### src/ptg_pkg.sv
package ptg_pkg;

  // clock and ramp time base
  localparam int unsigned CLK_PERIOD_NS = 100;
  localparam int unsigned UNIT_TIME_US = 10;
  // least time, so rounded up to whole cycles
  localparam int unsigned UNIT_CYCLES = (UNIT_TIME_US * 1000 + CLK_PERIOD_NS - 1) / CLK_PERIOD_NS;

  // register byte offsets
  localparam logic [11:0] ADDR_CTRL = 12'h000;
  localparam logic [11:0] ADDR_START_WIDTH = 12'h004;
  localparam logic [11:0] ADDR_ACCEL_COUNT = 12'h008;
  localparam logic [11:0] ADDR_MOVE_WIDTH = 12'h00c;
  localparam logic [11:0] ADDR_STOP_WIDTH = 12'h010;
  localparam logic [11:0] ADDR_DECEL_COUNT = 12'h014;
  localparam logic [11:0] ADDR_TOTAL_COUNT = 12'h018;
  localparam logic [11:0] ADDR_STATUS = 12'h01c;
  localparam logic [11:0] ADDR_EMITTED = 12'h020;
  localparam logic [11:0] ADDR_INT_STATUS = 12'h024;
  localparam logic [11:0] ADDR_INT_ENABLE = 12'h028;
  localparam logic [11:0] ADDR_INT_CLEAR = 12'h02c;

  // control register fields
  localparam int unsigned CTRL_START_BIT = 0;
  localparam int unsigned CTRL_ARM_BIT = 1;
  localparam int unsigned CTRL_APPLY_BIT = 2;
  localparam int unsigned CTRL_CHAN_LSB = 4;

  // status register fields
  localparam int unsigned STAT_DONE_BIT = 0;
  localparam int unsigned STAT_RUN_BIT = 1;
  localparam int unsigned STAT_ACTIVE_BIT = 2;
  localparam int unsigned STAT_ARM_BIT = 3;
  localparam int unsigned STAT_PHASE_LSB = 4;

  // interrupt bits
  localparam int unsigned INT_DONE_BIT = 0;
  localparam int unsigned INT_ABORT_BIT = 1;
  localparam int unsigned INT_REFUSE_BIT = 2;
  localparam int unsigned INT_BITS = 3;

  // reset values
  localparam logic [15:0] RST_WIDTH = 16'h0000;
  localparam logic [31:0] RST_COUNT = 32'h0000_0000;
  localparam logic [1:0] RST_CHAN = 2'h0;

  typedef enum logic [2:0] {
    ST_IDLE = 3'b001,
    ST_HIGH = 3'b010,
    ST_LOW = 3'b100
  } ptg_state_type;

  typedef enum logic [2:0] {
    PH_ACCEL = 3'b001,
    PH_CONST = 3'b010,
    PH_DECEL = 3'b100
  } ptg_phase_type;

endpackage

### src/ptg_pulse_train_unit.sv
//Contract
// - start trigger begins a new train with the latest written settings
// - run enable low stops pulse output at once, as emergency stop
// - start width is the first acceleration pulse width, ten microsecond units
// - acceleration count sets the number of ramp-up pulses, ramp is automatic
// - move width is the constant-speed pulse width, ten microsecond units
// - stop width is the width reached at the end of deceleration; here the last pulse stays one per-pulse ramp step short
// - deceleration count sets the number of ramp-down pulses
// - total count is all phases together; exactly that many pulses are sent
// - a zero ramp count skips that ramp phase
// - acceleration steps width from start width toward move width
// - deceleration steps width from move width toward stop width likewise; entered from acceleration it starts at the width reached
// - done goes low as soon as a train begins
// - done goes high when the total is sent and stays until next start
// - done can trigger the start of another generator
// - channel select 0 to 3 routes the train to that output line
// - pulse mode runs only after arm command then apply-reset command
`timescale 1ns/1ps
module ptg_pulse_train_unit #(
  parameter int unsigned W = 16,
  parameter int unsigned N = 32,
  parameter int unsigned UNIT_CYCLES = ptg_pkg::UNIT_CYCLES
) (
  input wire logic pclk,
  input wire logic presetn,
  input wire logic psel,
  input wire logic penable,
  input wire logic pwrite,
  input wire logic [11:0] paddr,
  input wire logic [31:0] pwdata,
  output logic [31:0] prdata,
  output logic pready,
  output logic pslverr,
  input wire logic start_trigger,
  input wire logic run_enable,
  output logic output_line_0,
  output logic output_line_1,
  output logic output_line_2,
  output logic output_line_3,
  output logic train_done,
  output logic irq
);

  logic [W-1:0] start_width, move_width, stop_width;
  logic [N-1:0] accel_count, decel_count, total_count;
  logic [1:0] channel;
  logic mode_arm, mode_active;
  logic [ptg_pkg::INT_BITS-1:0] int_status, int_enable;
  logic [W-1:0] l_move, l_stop;
  logic [N-1:0] l_accel, l_decel, l_total;
  logic [1:0] l_chan;
  ptg_pkg::ptg_state_type state;
  ptg_pkg::ptg_phase_type phase, next_phase;
  logic [W-1:0] cur_width, target_width, ramp_diff, entry_width, entry_target;
  logic [N-1:0] ramp_len, entry_len, emitted, emitted_inc;
  logic [N:0] ramp_err;
  logic [W-1:0] unit_count;
  logic [3:0] lines;
  logic [1:0] pins_s;
  logic start_q, tick;
  logic wr, setup, ext_rise, sw_start, apply, start_req, start_go;
  logic half_done, pulse_end, last_pulse, phase_change;
  logic ev_done, ev_abort, ev_refuse;
  logic [W-1:0] eff_width, src_move;
  logic run_en_s, start_s;

  assign wr = psel && penable && pwrite && pready;
  assign setup = psel && !penable;
  assign sw_start = wr && paddr == ptg_pkg::ADDR_CTRL && pwdata[ptg_pkg::CTRL_START_BIT];
  assign apply = wr && paddr == ptg_pkg::ADDR_CTRL && pwdata[ptg_pkg::CTRL_APPLY_BIT];

  ptg_sync #(
    .WIDTH(2)
  ) u_sync (
    .clk(pclk),
    .rst_n(presetn),
    .d({run_enable, start_trigger}),
    .q(pins_s)
  );

  assign run_en_s = pins_s[1];
  assign start_s = pins_s[0];

  ptg_tick #(
    .CYCLES(UNIT_CYCLES)
  ) u_tick (
    .clk(pclk),
    .rst_n(presetn),
    .restart(start_go),
    .tick(tick)
  );

  // a rising edge lets another unit's done output chain into this one
  always_ff @(posedge pclk or negedge presetn) begin
    if (!presetn) begin
      start_q <= 1'b0;
    end else begin
      start_q <= start_s;
    end
  end

  assign ext_rise = start_s && !start_q;
  assign start_req = ext_rise || sw_start;
  assign start_go = start_req && mode_active && run_en_s && !apply;

  always_ff @(posedge pclk or negedge presetn) begin
    if (!presetn) begin
      pready <= 1'b0;
    end else begin
      pready <= 1'b1;
    end
  end

  always_ff @(posedge pclk or negedge presetn) begin
    if (!presetn) begin
      start_width <= ptg_pkg::RST_WIDTH;
      move_width <= ptg_pkg::RST_WIDTH;
      stop_width <= ptg_pkg::RST_WIDTH;
      accel_count <= N'(ptg_pkg::RST_COUNT);
      decel_count <= N'(ptg_pkg::RST_COUNT);
      total_count <= N'(ptg_pkg::RST_COUNT);
      channel <= ptg_pkg::RST_CHAN;
      mode_arm <= 1'b0;
      int_enable <= '0;
    end else if (wr) begin
      if (paddr == ptg_pkg::ADDR_CTRL) begin
        mode_arm <= pwdata[ptg_pkg::CTRL_ARM_BIT];
        channel <= pwdata[ptg_pkg::CTRL_CHAN_LSB +: 2];
      end else if (paddr == ptg_pkg::ADDR_START_WIDTH) begin
        start_width <= pwdata[W-1:0];
      end else if (paddr == ptg_pkg::ADDR_ACCEL_COUNT) begin
        accel_count <= pwdata[N-1:0];
      end else if (paddr == ptg_pkg::ADDR_MOVE_WIDTH) begin
        move_width <= pwdata[W-1:0];
      end else if (paddr == ptg_pkg::ADDR_STOP_WIDTH) begin
        stop_width <= pwdata[W-1:0];
      end else if (paddr == ptg_pkg::ADDR_DECEL_COUNT) begin
        decel_count <= pwdata[N-1:0];
      end else if (paddr == ptg_pkg::ADDR_TOTAL_COUNT) begin
        total_count <= pwdata[N-1:0];
      end else if (paddr == ptg_pkg::ADDR_INT_ENABLE) begin
        int_enable <= pwdata[ptg_pkg::INT_BITS-1:0];
      end
    end
  end

  // the mode only changes on the apply-reset command, never mid-write of the arm bit
  always_ff @(posedge pclk or negedge presetn) begin
    if (!presetn) begin
      mode_active <= 1'b0;
    end else if (apply) begin
      mode_active <= mode_arm;
    end
  end

  always_ff @(posedge pclk or negedge presetn) begin
    if (!presetn) begin
      prdata <= 32'h0000_0000;
      pslverr <= 1'b0;
    end else if (setup) begin
      prdata <= 32'h0000_0000;
      pslverr <= 1'b0;
      if (paddr == ptg_pkg::ADDR_CTRL) begin
        prdata[ptg_pkg::CTRL_ARM_BIT] <= mode_arm;
        prdata[ptg_pkg::CTRL_CHAN_LSB +: 2] <= channel;
      end else if (paddr == ptg_pkg::ADDR_START_WIDTH) begin
        prdata[W-1:0] <= start_width;
      end else if (paddr == ptg_pkg::ADDR_ACCEL_COUNT) begin
        prdata[N-1:0] <= accel_count;
      end else if (paddr == ptg_pkg::ADDR_MOVE_WIDTH) begin
        prdata[W-1:0] <= move_width;
      end else if (paddr == ptg_pkg::ADDR_STOP_WIDTH) begin
        prdata[W-1:0] <= stop_width;
      end else if (paddr == ptg_pkg::ADDR_DECEL_COUNT) begin
        prdata[N-1:0] <= decel_count;
      end else if (paddr == ptg_pkg::ADDR_TOTAL_COUNT) begin
        prdata[N-1:0] <= total_count;
      end else if (paddr == ptg_pkg::ADDR_STATUS) begin
        prdata[ptg_pkg::STAT_DONE_BIT] <= train_done;
        prdata[ptg_pkg::STAT_RUN_BIT] <= state != ptg_pkg::ST_IDLE;
        prdata[ptg_pkg::STAT_ACTIVE_BIT] <= mode_active;
        prdata[ptg_pkg::STAT_ARM_BIT] <= mode_arm;
        prdata[ptg_pkg::STAT_PHASE_LSB +: 3] <= phase;
      end else if (paddr == ptg_pkg::ADDR_EMITTED) begin
        prdata[N-1:0] <= emitted;
      end else if (paddr == ptg_pkg::ADDR_INT_STATUS) begin
        prdata[ptg_pkg::INT_BITS-1:0] <= int_status;
      end else if (paddr == ptg_pkg::ADDR_INT_ENABLE) begin
        prdata[ptg_pkg::INT_BITS-1:0] <= int_enable;
      end else if (paddr != ptg_pkg::ADDR_INT_CLEAR) begin
        pslverr <= 1'b1;
      end
    end
  end

  // a zero width would give no pulse at all, so it counts as one unit
  assign eff_width = (cur_width == '0) ? W'(1) : cur_width;
  assign half_done = tick && ({1'b0, unit_count} + (W + 1)'(1)) >= {1'b0, eff_width};
  assign pulse_end = state == ptg_pkg::ST_LOW && half_done;
  assign emitted_inc = emitted + N'(1);
  assign last_pulse = emitted_inc == l_total;

  function automatic ptg_pkg::ptg_phase_type phase_for(
    input logic [N-1:0] e,
    input logic [N-1:0] a,
    input logic [N-1:0] d,
    input logic [N-1:0] t
  );
    phase_for = ptg_pkg::PH_CONST;
    if (e < a) begin
      phase_for = ptg_pkg::PH_ACCEL;
    end else if ((t - e) <= d) begin
      phase_for = ptg_pkg::PH_DECEL;
    end
  endfunction

  always_comb begin
    src_move = start_go ? move_width : l_move;
    if (start_go) begin
      next_phase = phase_for('0, accel_count, decel_count, total_count);
    end else begin
      next_phase = phase_for(emitted_inc, l_accel, l_decel, l_total);
    end
    entry_width = cur_width;
    entry_target = src_move;
    entry_len = start_go ? accel_count : l_accel;
    case (next_phase)
      ptg_pkg::PH_ACCEL: begin
        entry_width = start_go ? start_width : cur_width;
      end
      ptg_pkg::PH_DECEL: begin
        entry_width = start_go ? src_move : cur_width;
        entry_target = start_go ? stop_width : l_stop;
        entry_len = start_go ? decel_count : l_decel;
      end
      default: begin
        entry_width = src_move;
      end
    endcase
  end

  assign phase_change = start_go || (pulse_end && !last_pulse && next_phase != phase);

  always_ff @(posedge pclk or negedge presetn) begin
    if (!presetn) begin
      l_move <= ptg_pkg::RST_WIDTH;
      l_stop <= ptg_pkg::RST_WIDTH;
      l_accel <= N'(ptg_pkg::RST_COUNT);
      l_decel <= N'(ptg_pkg::RST_COUNT);
      l_total <= N'(ptg_pkg::RST_COUNT);
      l_chan <= ptg_pkg::RST_CHAN;
    end else if (start_go) begin
      l_move <= move_width;
      l_stop <= stop_width;
      l_accel <= accel_count;
      l_decel <= decel_count;
      l_total <= total_count;
      // a start written together with a new channel goes to that new channel
      l_chan <= (wr && paddr == ptg_pkg::ADDR_CTRL) ?
                pwdata[ptg_pkg::CTRL_CHAN_LSB +: 2] : channel;
    end
  end

  // bresenham ramp: one width step per clock while the error covers the ramp length,
  // so very steep ramps on short pulses lag into the following pulse
  always_ff @(posedge pclk or negedge presetn) begin
    if (!presetn) begin
      phase <= ptg_pkg::PH_CONST;
      cur_width <= ptg_pkg::RST_WIDTH;
      target_width <= ptg_pkg::RST_WIDTH;
      ramp_diff <= '0;
      ramp_len <= '0;
      ramp_err <= '0;
    end else if (phase_change) begin
      phase <= next_phase;
      cur_width <= entry_width;
      target_width <= entry_target;
      ramp_len <= entry_len;
      ramp_err <= '0;
      if (entry_target >= entry_width) begin
        ramp_diff <= entry_target - entry_width;
      end else begin
        ramp_diff <= entry_width - entry_target;
      end
    end else if (pulse_end && phase != ptg_pkg::PH_CONST) begin
      ramp_err <= ramp_err + (N + 1)'(ramp_diff);
    end else if (phase != ptg_pkg::PH_CONST && ramp_err >= {1'b0, ramp_len} &&
                 cur_width != target_width) begin
      ramp_err <= ramp_err - {1'b0, ramp_len};
      if (target_width > cur_width) begin
        cur_width <= cur_width + W'(1);
      end else begin
        cur_width <= cur_width - W'(1);
      end
    end
  end

  always_ff @(posedge pclk or negedge presetn) begin
    if (!presetn) begin
      state <= ptg_pkg::ST_IDLE;
      unit_count <= '0;
      emitted <= '0;
      train_done <= 1'b0;
    end else if (apply) begin
      state <= ptg_pkg::ST_IDLE;
    end else if (start_go) begin
      unit_count <= '0;
      emitted <= '0;
      if (total_count == '0) begin
        state <= ptg_pkg::ST_IDLE;
        train_done <= 1'b1;
      end else begin
        state <= ptg_pkg::ST_HIGH;
        train_done <= 1'b0;
      end
    end else if (!run_en_s) begin
      state <= ptg_pkg::ST_IDLE;
    end else begin
      case (state)
        ptg_pkg::ST_HIGH: begin
          if (half_done) begin
            state <= ptg_pkg::ST_LOW;
            unit_count <= '0;
          end else if (tick) begin
            unit_count <= unit_count + W'(1);
          end
        end
        ptg_pkg::ST_LOW: begin
          if (pulse_end) begin
            emitted <= emitted_inc;
            unit_count <= '0;
            if (last_pulse) begin
              state <= ptg_pkg::ST_IDLE;
              train_done <= 1'b1;
            end else begin
              state <= ptg_pkg::ST_HIGH;
            end
          end else if (tick) begin
            unit_count <= unit_count + W'(1);
          end
        end
        default: begin
          state <= ptg_pkg::ST_IDLE;
        end
      endcase
    end
  end

  always_ff @(posedge pclk or negedge presetn) begin
    if (!presetn) begin
      lines <= 4'h0;
    end else if (mode_active && state == ptg_pkg::ST_HIGH) begin
      lines <= 4'h1 << l_chan;
    end else begin
      lines <= 4'h0;
    end
  end

  assign output_line_0 = lines[0];
  assign output_line_1 = lines[1];
  assign output_line_2 = lines[2];
  assign output_line_3 = lines[3];

  assign ev_done = pulse_end && last_pulse && run_en_s && !start_go && !apply;
  assign ev_abort = !run_en_s && state != ptg_pkg::ST_IDLE && !start_go && !apply;
  assign ev_refuse = start_req && !start_go;

  // a set arriving with its clear wins
  always_ff @(posedge pclk or negedge presetn) begin
    if (!presetn) begin
      int_status <= '0;
      irq <= 1'b0;
    end else begin
      if (wr && paddr == ptg_pkg::ADDR_INT_CLEAR) begin
        int_status <= (int_status & ~pwdata[ptg_pkg::INT_BITS-1:0]) |
                      {ev_refuse, ev_abort, ev_done};
      end else begin
        int_status <= int_status | {ev_refuse, ev_abort, ev_done};
      end
      irq <= |(int_status & int_enable);
    end
  end
endmodule

### src/ptg_sync.sv
`timescale 1ns/1ps
module ptg_sync #(
  parameter int unsigned WIDTH = 2
) (
  input wire logic clk,
  input wire logic rst_n,
  input wire logic [WIDTH-1:0] d,
  output logic [WIDTH-1:0] q
);

  logic [WIDTH-1:0] meta;

  // meta feeds only the second stage
  always_ff @(posedge clk or negedge rst_n) begin
    if (!rst_n) begin
      meta <= '0;
      q <= '0;
    end else begin
      meta <= d;
      q <= meta;
    end
  end

endmodule

### src/ptg_tick.sv
`timescale 1ns/1ps
module ptg_tick #(
  parameter int unsigned CYCLES = 100
) (
  input wire logic clk,
  input wire logic rst_n,
  input wire logic restart,
  output logic tick
);

  localparam int unsigned CW = $clog2(CYCLES + 1);
  localparam logic [CW-1:0] LAST = CW'(CYCLES - 1);

  logic [CW-1:0] count;

  // restart aligns the time base with the first edge of a train
  always_ff @(posedge clk or negedge rst_n) begin
    if (!rst_n) begin
      count <= '0;
      tick <= 1'b0;
    end else if (restart) begin
      // start one cycle into the period so the first half is as long as the rest
      count <= (CYCLES > 1) ? CW'(1) : '0;
      tick <= (CYCLES == 1);
    end else if (count == LAST) begin
      count <= '0;
      tick <= 1'b1;
    end else begin
      count <= count + CW'(1);
      tick <= 1'b0;
    end
  end

endmodule

### config.mk
export PLATFORM = sky130hd
export DESIGN_NAME = ptg_pulse_train_unit
export DESIGN_NICKNAME = d
export VERILOG_FILES = /design/src/ptg_pkg.sv /design/src/ptg_pulse_train_unit.sv /design/src/ptg_sync.sv /design/src/ptg_tick.sv
export SDC_FILE = /design/constraint.sdc
export NUM_CORES = 2
export LEC_CHECK = 0
export BUFFER_PORTS_ARGS = -buffer_cell sky130_fd_sc_hd__buf_4
export CORE_ASPECT_RATIO = 0.6
export CORE_MARGIN = 2
export CORE_UTILIZATION = 55
export CTS_CLUSTER_SIZE = 40
export DETAILED_ROUTE_END_ITERATION = 8
export GPL_TIMING_DRIVEN = 0
export PLACE_DENSITY = 0.75
export SETUP_SLACK_MARGIN = 0.5
export SLEW_MARGIN = 20
export SYNTH_ARGS = -nofsm -noshare
export SYNTH_HDL_FRONTEND = slang
export SYNTH_SLANG_ARGS = --single-unit
export TNS_END_PERCENT = 30
### constraint.sdc
create_clock -name pclk -period 8.9 [get_ports pclk]
set_input_delay 0.89 -clock pclk [delete_from_list [all_inputs] [get_ports pclk]]
set_output_delay 0.89 -clock pclk [all_outputs]
set_load 0.005 [all_outputs]
======== After elaboration in Yosys (flattened, before gate mapping) ========
Index checks and enable logic that the tools add are counted.
storage, ports and cells
  bits in registers ....................... 504
  logic and storage cells ................. 250
  bits in writable memories ............... 0
  output and inout port bits .............. 40
  ROM bits ................................ 0
  bits in latches ......................... 0
  memories ................................ 0
operators by class
  multiply operators ...................... 0
  magnitude comparators ................... 8
  add/sub/neg operators ................... 11
  bitwise operators ....................... 13
  equal/unequal tests ..................... 25
  reductions and logical operators ........ 60
  div/mod/pow operators ................... 0
  muxes and demuxes ....................... 95
  shift operators ......................... 1
operators with widths
  cell                                                        count
  2-to-1 mux 16 bit                                           22
  2-to-1 mux 32 bit                                           10
  2-to-1 mux 29 bit                                           10
  2-to-1 mux 33 bit                                           3
  <= comparator 32 bit                                        2
  case mux 16 bit (2 select lines)                            2
  == test 12 x 5 -> 1 bit, second input constant              4
  == test 12 x 6 -> 1 bit, second input constant              4
  2-to-1 mux 3 bit                                            14
  adder 33 x 16 -> 33 bit                                     1
  greater-or-equal comparator 33 x 32 -> 1 bit                1
  subtractor 33 x 32 -> 33 bit                                1
  adder 16 x 1 -> 16 bit, second input constant               2
  adder 32 x 1 -> 32 bit, second input constant               1
  == test 32 bit                                              1
  logical NOT 32 bit                                          1
  less-than comparator 1 x 32 -> 1 bit, first input constant  1
  less-than comparator 32 bit                                 1
  subtractor 16 bit                                           2
  subtractor 32 bit                                           1
  logical AND 1 bit                                           28
  2-to-1 mux 26 bit                                           1
  2-to-1 mux 25 bit                                           1
  == test 12 x 4 -> 1 bit, second input constant              2
  43 further kinds                                            97

======== Depth between registers and ports, before layout ========
  depth in word-level cells ............... 19
  mapped depth ............................ 51
  gate-level depth less buffers ........... 46

======== Modules after synthesis ========
From an unflattened synthesis, not the netlist that was laid out.
second synthesis, totals
  cell total of the unflattened synthesis .. 3509
  area, all modules ....................... 32172.1 um^2
modules (own cells, without submodules)
  module                cells each  area an instance (um^2)  instances
  ptg_pulse_train_unit  3473        31697.9                  1
  ptg_tick              32          374.1                    1
  ptg_sync              4           100.1                    1

======== Least setup slack after synthesis ========
No wires, ideal clock.
  path kind ............................... reg2reg
  start ................................... reg emitted[1]
  end ..................................... reg ramp_diff[12]
  clock period less this slack ............ 8.993 ns
  library setup time ...................... 0.077 ns
  arrival ................................. 8.916 ns
  slack ................................... -0.093 ns
  stages on the path, launching flop included .. 48
  data required time ...................... 8.823 ns
  cells stage by stage .................... dfrtp_1 > ha_1 > xor2_1 > inv_1 > ha_1 > a21o_1 > a21o_1 > a32o_1 > o221a_2 > o21a_1 > o21ai_0 > a211oi_1 > o221ai_1 > a21oi_1 > a211o_1 > maj3_1 > a21o_1 > a221o_1 > [... 12 more ...] > nand2_1 > o21ai_0 > ha_1 > clkbuf_1 > a21o_1 > a21oi_1 > o21bai_1 > a21o_1 > a21o_1 > a21oi_1 > o31ai_1 > a21o_1 > a21bo_1 > buf_6 > buf_6 > mux2_1 > xnor2_1 > a21oi_1
on the way
  word-level cells in the longest chain between the ends .. 10
  elaborated cells between the ends (all ways) .. 21
  classes of those cells .................. 4 x add/sub; 3 x order compare; 4 x eq/ne; 6 x mux; 4 x reduce/logical
RTL lines
  item                                                                          RTL line                     text
  start, declared                                                               ptg_pulse_train_unit.sv:55   logic [N-1:0] ramp_len, entry_len, emitted, emitted_inc;
  start signal, assigned                                                        ptg_pulse_train_unit.sv:330  emitted <= emitted_inc;
  adder 32 x 1 -> 32 bit *                                                      ptg_pulse_train_unit.sv:200  assign emitted_inc = emitted + N'(1);
  subtractor 32 bit                                                             ptg_pulse_train_unit.sv:212  end else if ((t - e) <= d) begin
  <= comparator 32 bit                                                          ptg_pulse_train_unit.sv:212
  2-to-1 mux 3 bit                                                              ptg_pulse_train_unit.sv:212
  2-to-1 mux 3 bit                                                              ptg_pulse_train_unit.sv:210  if (e < a) begin
  2-to-1 mux 3 bit                                                              ptg_pulse_train_unit.sv:219  if (start_go) begin
  == test 3 bit / == test 3 x 1 -> 1 bit (equally long branches)                ptg_pulse_train_unit.sv:227  case (next_phase)
  case mux 16 bit (2 select lines) / 2-to-1 mux 16 bit (equally long branches)  ptg_pulse_train_unit.sv:227
  subtractor 16 bit, or another cell as far along                               ptg_pulse_train_unit.sv:283  ramp_diff <= entry_width - entry_target;
  2-to-1 mux 16 bit                                                             ptg_pulse_train_unit.sv:280  if (entry_target >= entry_width) begin
  end signal, assigned                                                          ptg_pulse_train_unit.sv:281  ramp_diff <= entry_target - entry_width;
  end signal, assigned                                                          ptg_pulse_train_unit.sv:283
  end, declared                                                                 ptg_pulse_train_unit.sv:54   logic [W-1:0] cur_width, target_width, ramp_diff, entry_width, entry_target;
Mark *: on every way between the ends. The rest lies on a longest branch, timed or not.
A chain may end at the register's enable or synchronous reset.

======== Worst setup path after layout ========
  start ................................... reg emitted[0]
  end ..................................... reg ramp_diff[5]
The elaborated chain is that of the path after synthesis.

==> results.cfg <==
[critical_path]
slowest_stage = dfrtp_1
critPathLaunchType = register
crit_fanout = 8
critPathMaxStageDelay_ps = 420
path_class = register to register
arrival_ps = 9550
worstReg2RegStart = emitted[0]
end_kind = register
reg2reg_depth = 50
path_common_cell = a21o_1
r2r-end = ramp_diff[5]
cp.required_ps = 9370
r2r_slack_ps = -180

[clock_network]
clock_latency_ps = 610
hold_buffers = 0
htree_levels = 2
cts_tree = done
cts_buffers = 48
cts_sinks = 504
clockBufferDepth = 3
path_clk_slew_ps = 80
cts.root.buffer_cell = clkbuf_16

[power_and_ir_drop]
finalPower_w = 0.00471
vdd_drop_max_mv = 0.144
p_leak_nw = 18.7
cellPowerDensity_mw_per_mm2 = 127

[timing]
max_freq_mhz = 110
worst_slack_ps = -175
tightestPinTransition_ps = 1270
drv_slew = 0
rsz0062_at_grt = true
timing.hold.ws_ps = 150
fin_crit_ps = 9080
skew_ps = 25.5
setup_viol = 15
fin_setup_tns_ps = -1810
max-slew-margin-rel = 0.154
hold_viol = 0
period_share = 1.02

[global_route]
grt_pass1_wl_mm = 171
grt_pass1_vias = 27000
grt_start_max_net_pins = 103
antenna_found_initial = 4
grt_usage = 0.377
gr-total-overflow = 0

[place]
dpl.hpwl_mm = 88.8
routabilityCongestion = 1.01
place_area_mm2 = 0.0341
port_buffers = 88

[hold_path]
min_path_type = input pin to asynchronous set/reset pin

[logic_synthesis]
synth_commonest_cells = dfrtp_1, nand2_1, inv_1, o21ai_0, nor2_1
ys_ff_latch = 504
yosysMostFrequentCell = dfrtp_1
netlist.top_cell.by_area = dfrtp_1
syn_inst = 3579
synth.area.top_cells = dfrtp_1, ha_1, nand2_1
synth-edff-count = 0
synth_flop_cell = dfrtp_1
syn_nets = 3876
synth_warnings = 0
syn_area_mm2 = 0.0322
ys_seq_area_frac = 0.392
synthArstFlopShare = 1.00
synth_top_area_share = 0.391
synth.avg_cell_area_um2 = 8.99
synth.distinct_cells = 97

[final_layout]
drive_gt1_frac = 0.148
synthToLayoutAreaGrowth_pct = 15.2
nFillCells = 4771
final_area_mm2 = 0.0370
finalNetCount = 4083

[die]
fp-row-count = 68
io_pins = 91
start_util = 0.558
die-width_um = 316
dieArea_mm2 = 0.0605
core-area_mm2 = 0.0577
die_h_um = 191

[detailed_routing]
vias = 29600
vias_per_cell = 6.45
ant_nets = 0
wl_mm = 116
drt_iter0_markers = 4149
drtPass1Iterations = 9
wire_per_inst_um = 25.3
drc = 0

[outcome]
outcome = finished, violations left
violations = setup timing

[flow_run]
maxCapViolCount = 0
[placed cells by master, fill, tap and decap left out, types with 116 or more instances in the layout]
cell type / n
a21oi_1: 201
dfrtp_1: 500
nand2_1: 455
nor2_1: 238
ha_1: 230
buf_4: 150
inv_1: 295
clkbuf_1: 116
mux2_2: 123
o21ai_0: 216
[power breakdown]
| part | total [W] | internal, W | switching [W] | leakage, nW |
|---|---|---|---|---|
| clock | 0.00230 | 0.00131 | 0.000999 | 0.837 |
| combinational | 0.000112 | 0.0000294 | 0.0000824 | 11.7 |
| sequential | 0.00230 | 0.00229 | 0.00000272 | 6.22 |
| total | 0.00471 | 0.00363 | 0.00108 | 18.7 |
[kinds of logic (layout without fill, tap and decap cells)]
logic type	count (synthesis)	count (layout)	synth area share
fa+ha+maj	252	252	0.0990
mux	207	207	0.0697
simple gates	1065	1065	0.152
xor+xnor	165	165	0.0456
flops	504	504	0.392
other cells	1	2	0.000117
compound gates	917	917	0.185
buf+inv	468	712	0.0560
[stage by stage]
stage	utilization	setup WS, ps	instances
after floorplan	-	527	3579
after global placement	0.587	-1680	4437
after detailed placement	0.590	-1830	4444
after CTS	0.632	-169	4569
after global routing	0.642	-543	4593
final	0.642	-175	4594
[layout make-up]
cell class,count,area (µm²),area share
plain buffers,166,764,0.0206
flip-flops and latches,504,12600,0.341
well taps,770,963,0.0260
repair buffers,157,1330,0.0358
inverters,302,1140,0.0307
diodes,1,2.50,0.0000676
clock inverters,25,385,0.0104
clock buffers,62,1340,0.0360
multi-input cells,2607,18500,0.500
[critical path: cells and delay by family, from the launching register on]
family          cells  cell delay [ps]
compound gates     31             5380
fa+ha+maj           5             1350
buf+inv             7              790
xor+xnor            3              440
flops               1              420
simple gates        3              310
mux                 1              210
[registers in the layout (all words and copies together) (netlist names), 32 cells and up]
name and count:
prdata 32, ramp_err 33, l_accel 32, ramp_len 32, accel_count 32, total_count 32, l_decel 32, emitted 32
decel_count 32, l_total 32
[worst max-delay path by stage]
stage / start / to / slack [ps] / cells after the start
global placement: emitted[1] / ramp_diff[12] / -1680 / 45
floorplan: emitted[1] / ramp_diff[12] / 530 / 47
detailed placement: emitted[1] / ramp_diff[12] / -1830 / 46
finish: emitted[0] / ramp_diff[5] / -180 / 50
global route: emitted[6] / ramp_diff[15] / -540 / 42
CTS: emitted[0] / ramp_diff[12] / -170 / 50
[metal layers]
layer	part of all wire	up-vias	global-route usage
li1	-	13100	-
met5	0.00023	-	0
met3	0.17	184	0.181
met2	0.37	1996	0.466
met1	0.44	14400	0.582
met4	0.019	4	0.0702
[what timing repair did]
| action | 4_1_cts | 5_1_grt |
|---|---|---|
| gates resized for setup | 104 | 101 |
| setup buffers | 37 | 24 |
| gates cloned | 1 | 0 |
| pin swaps | 57 | 52 |
| endpoints found under the setup margin | 116 | 106 |
Note: power is estimated with default switching activity, not from simulation.
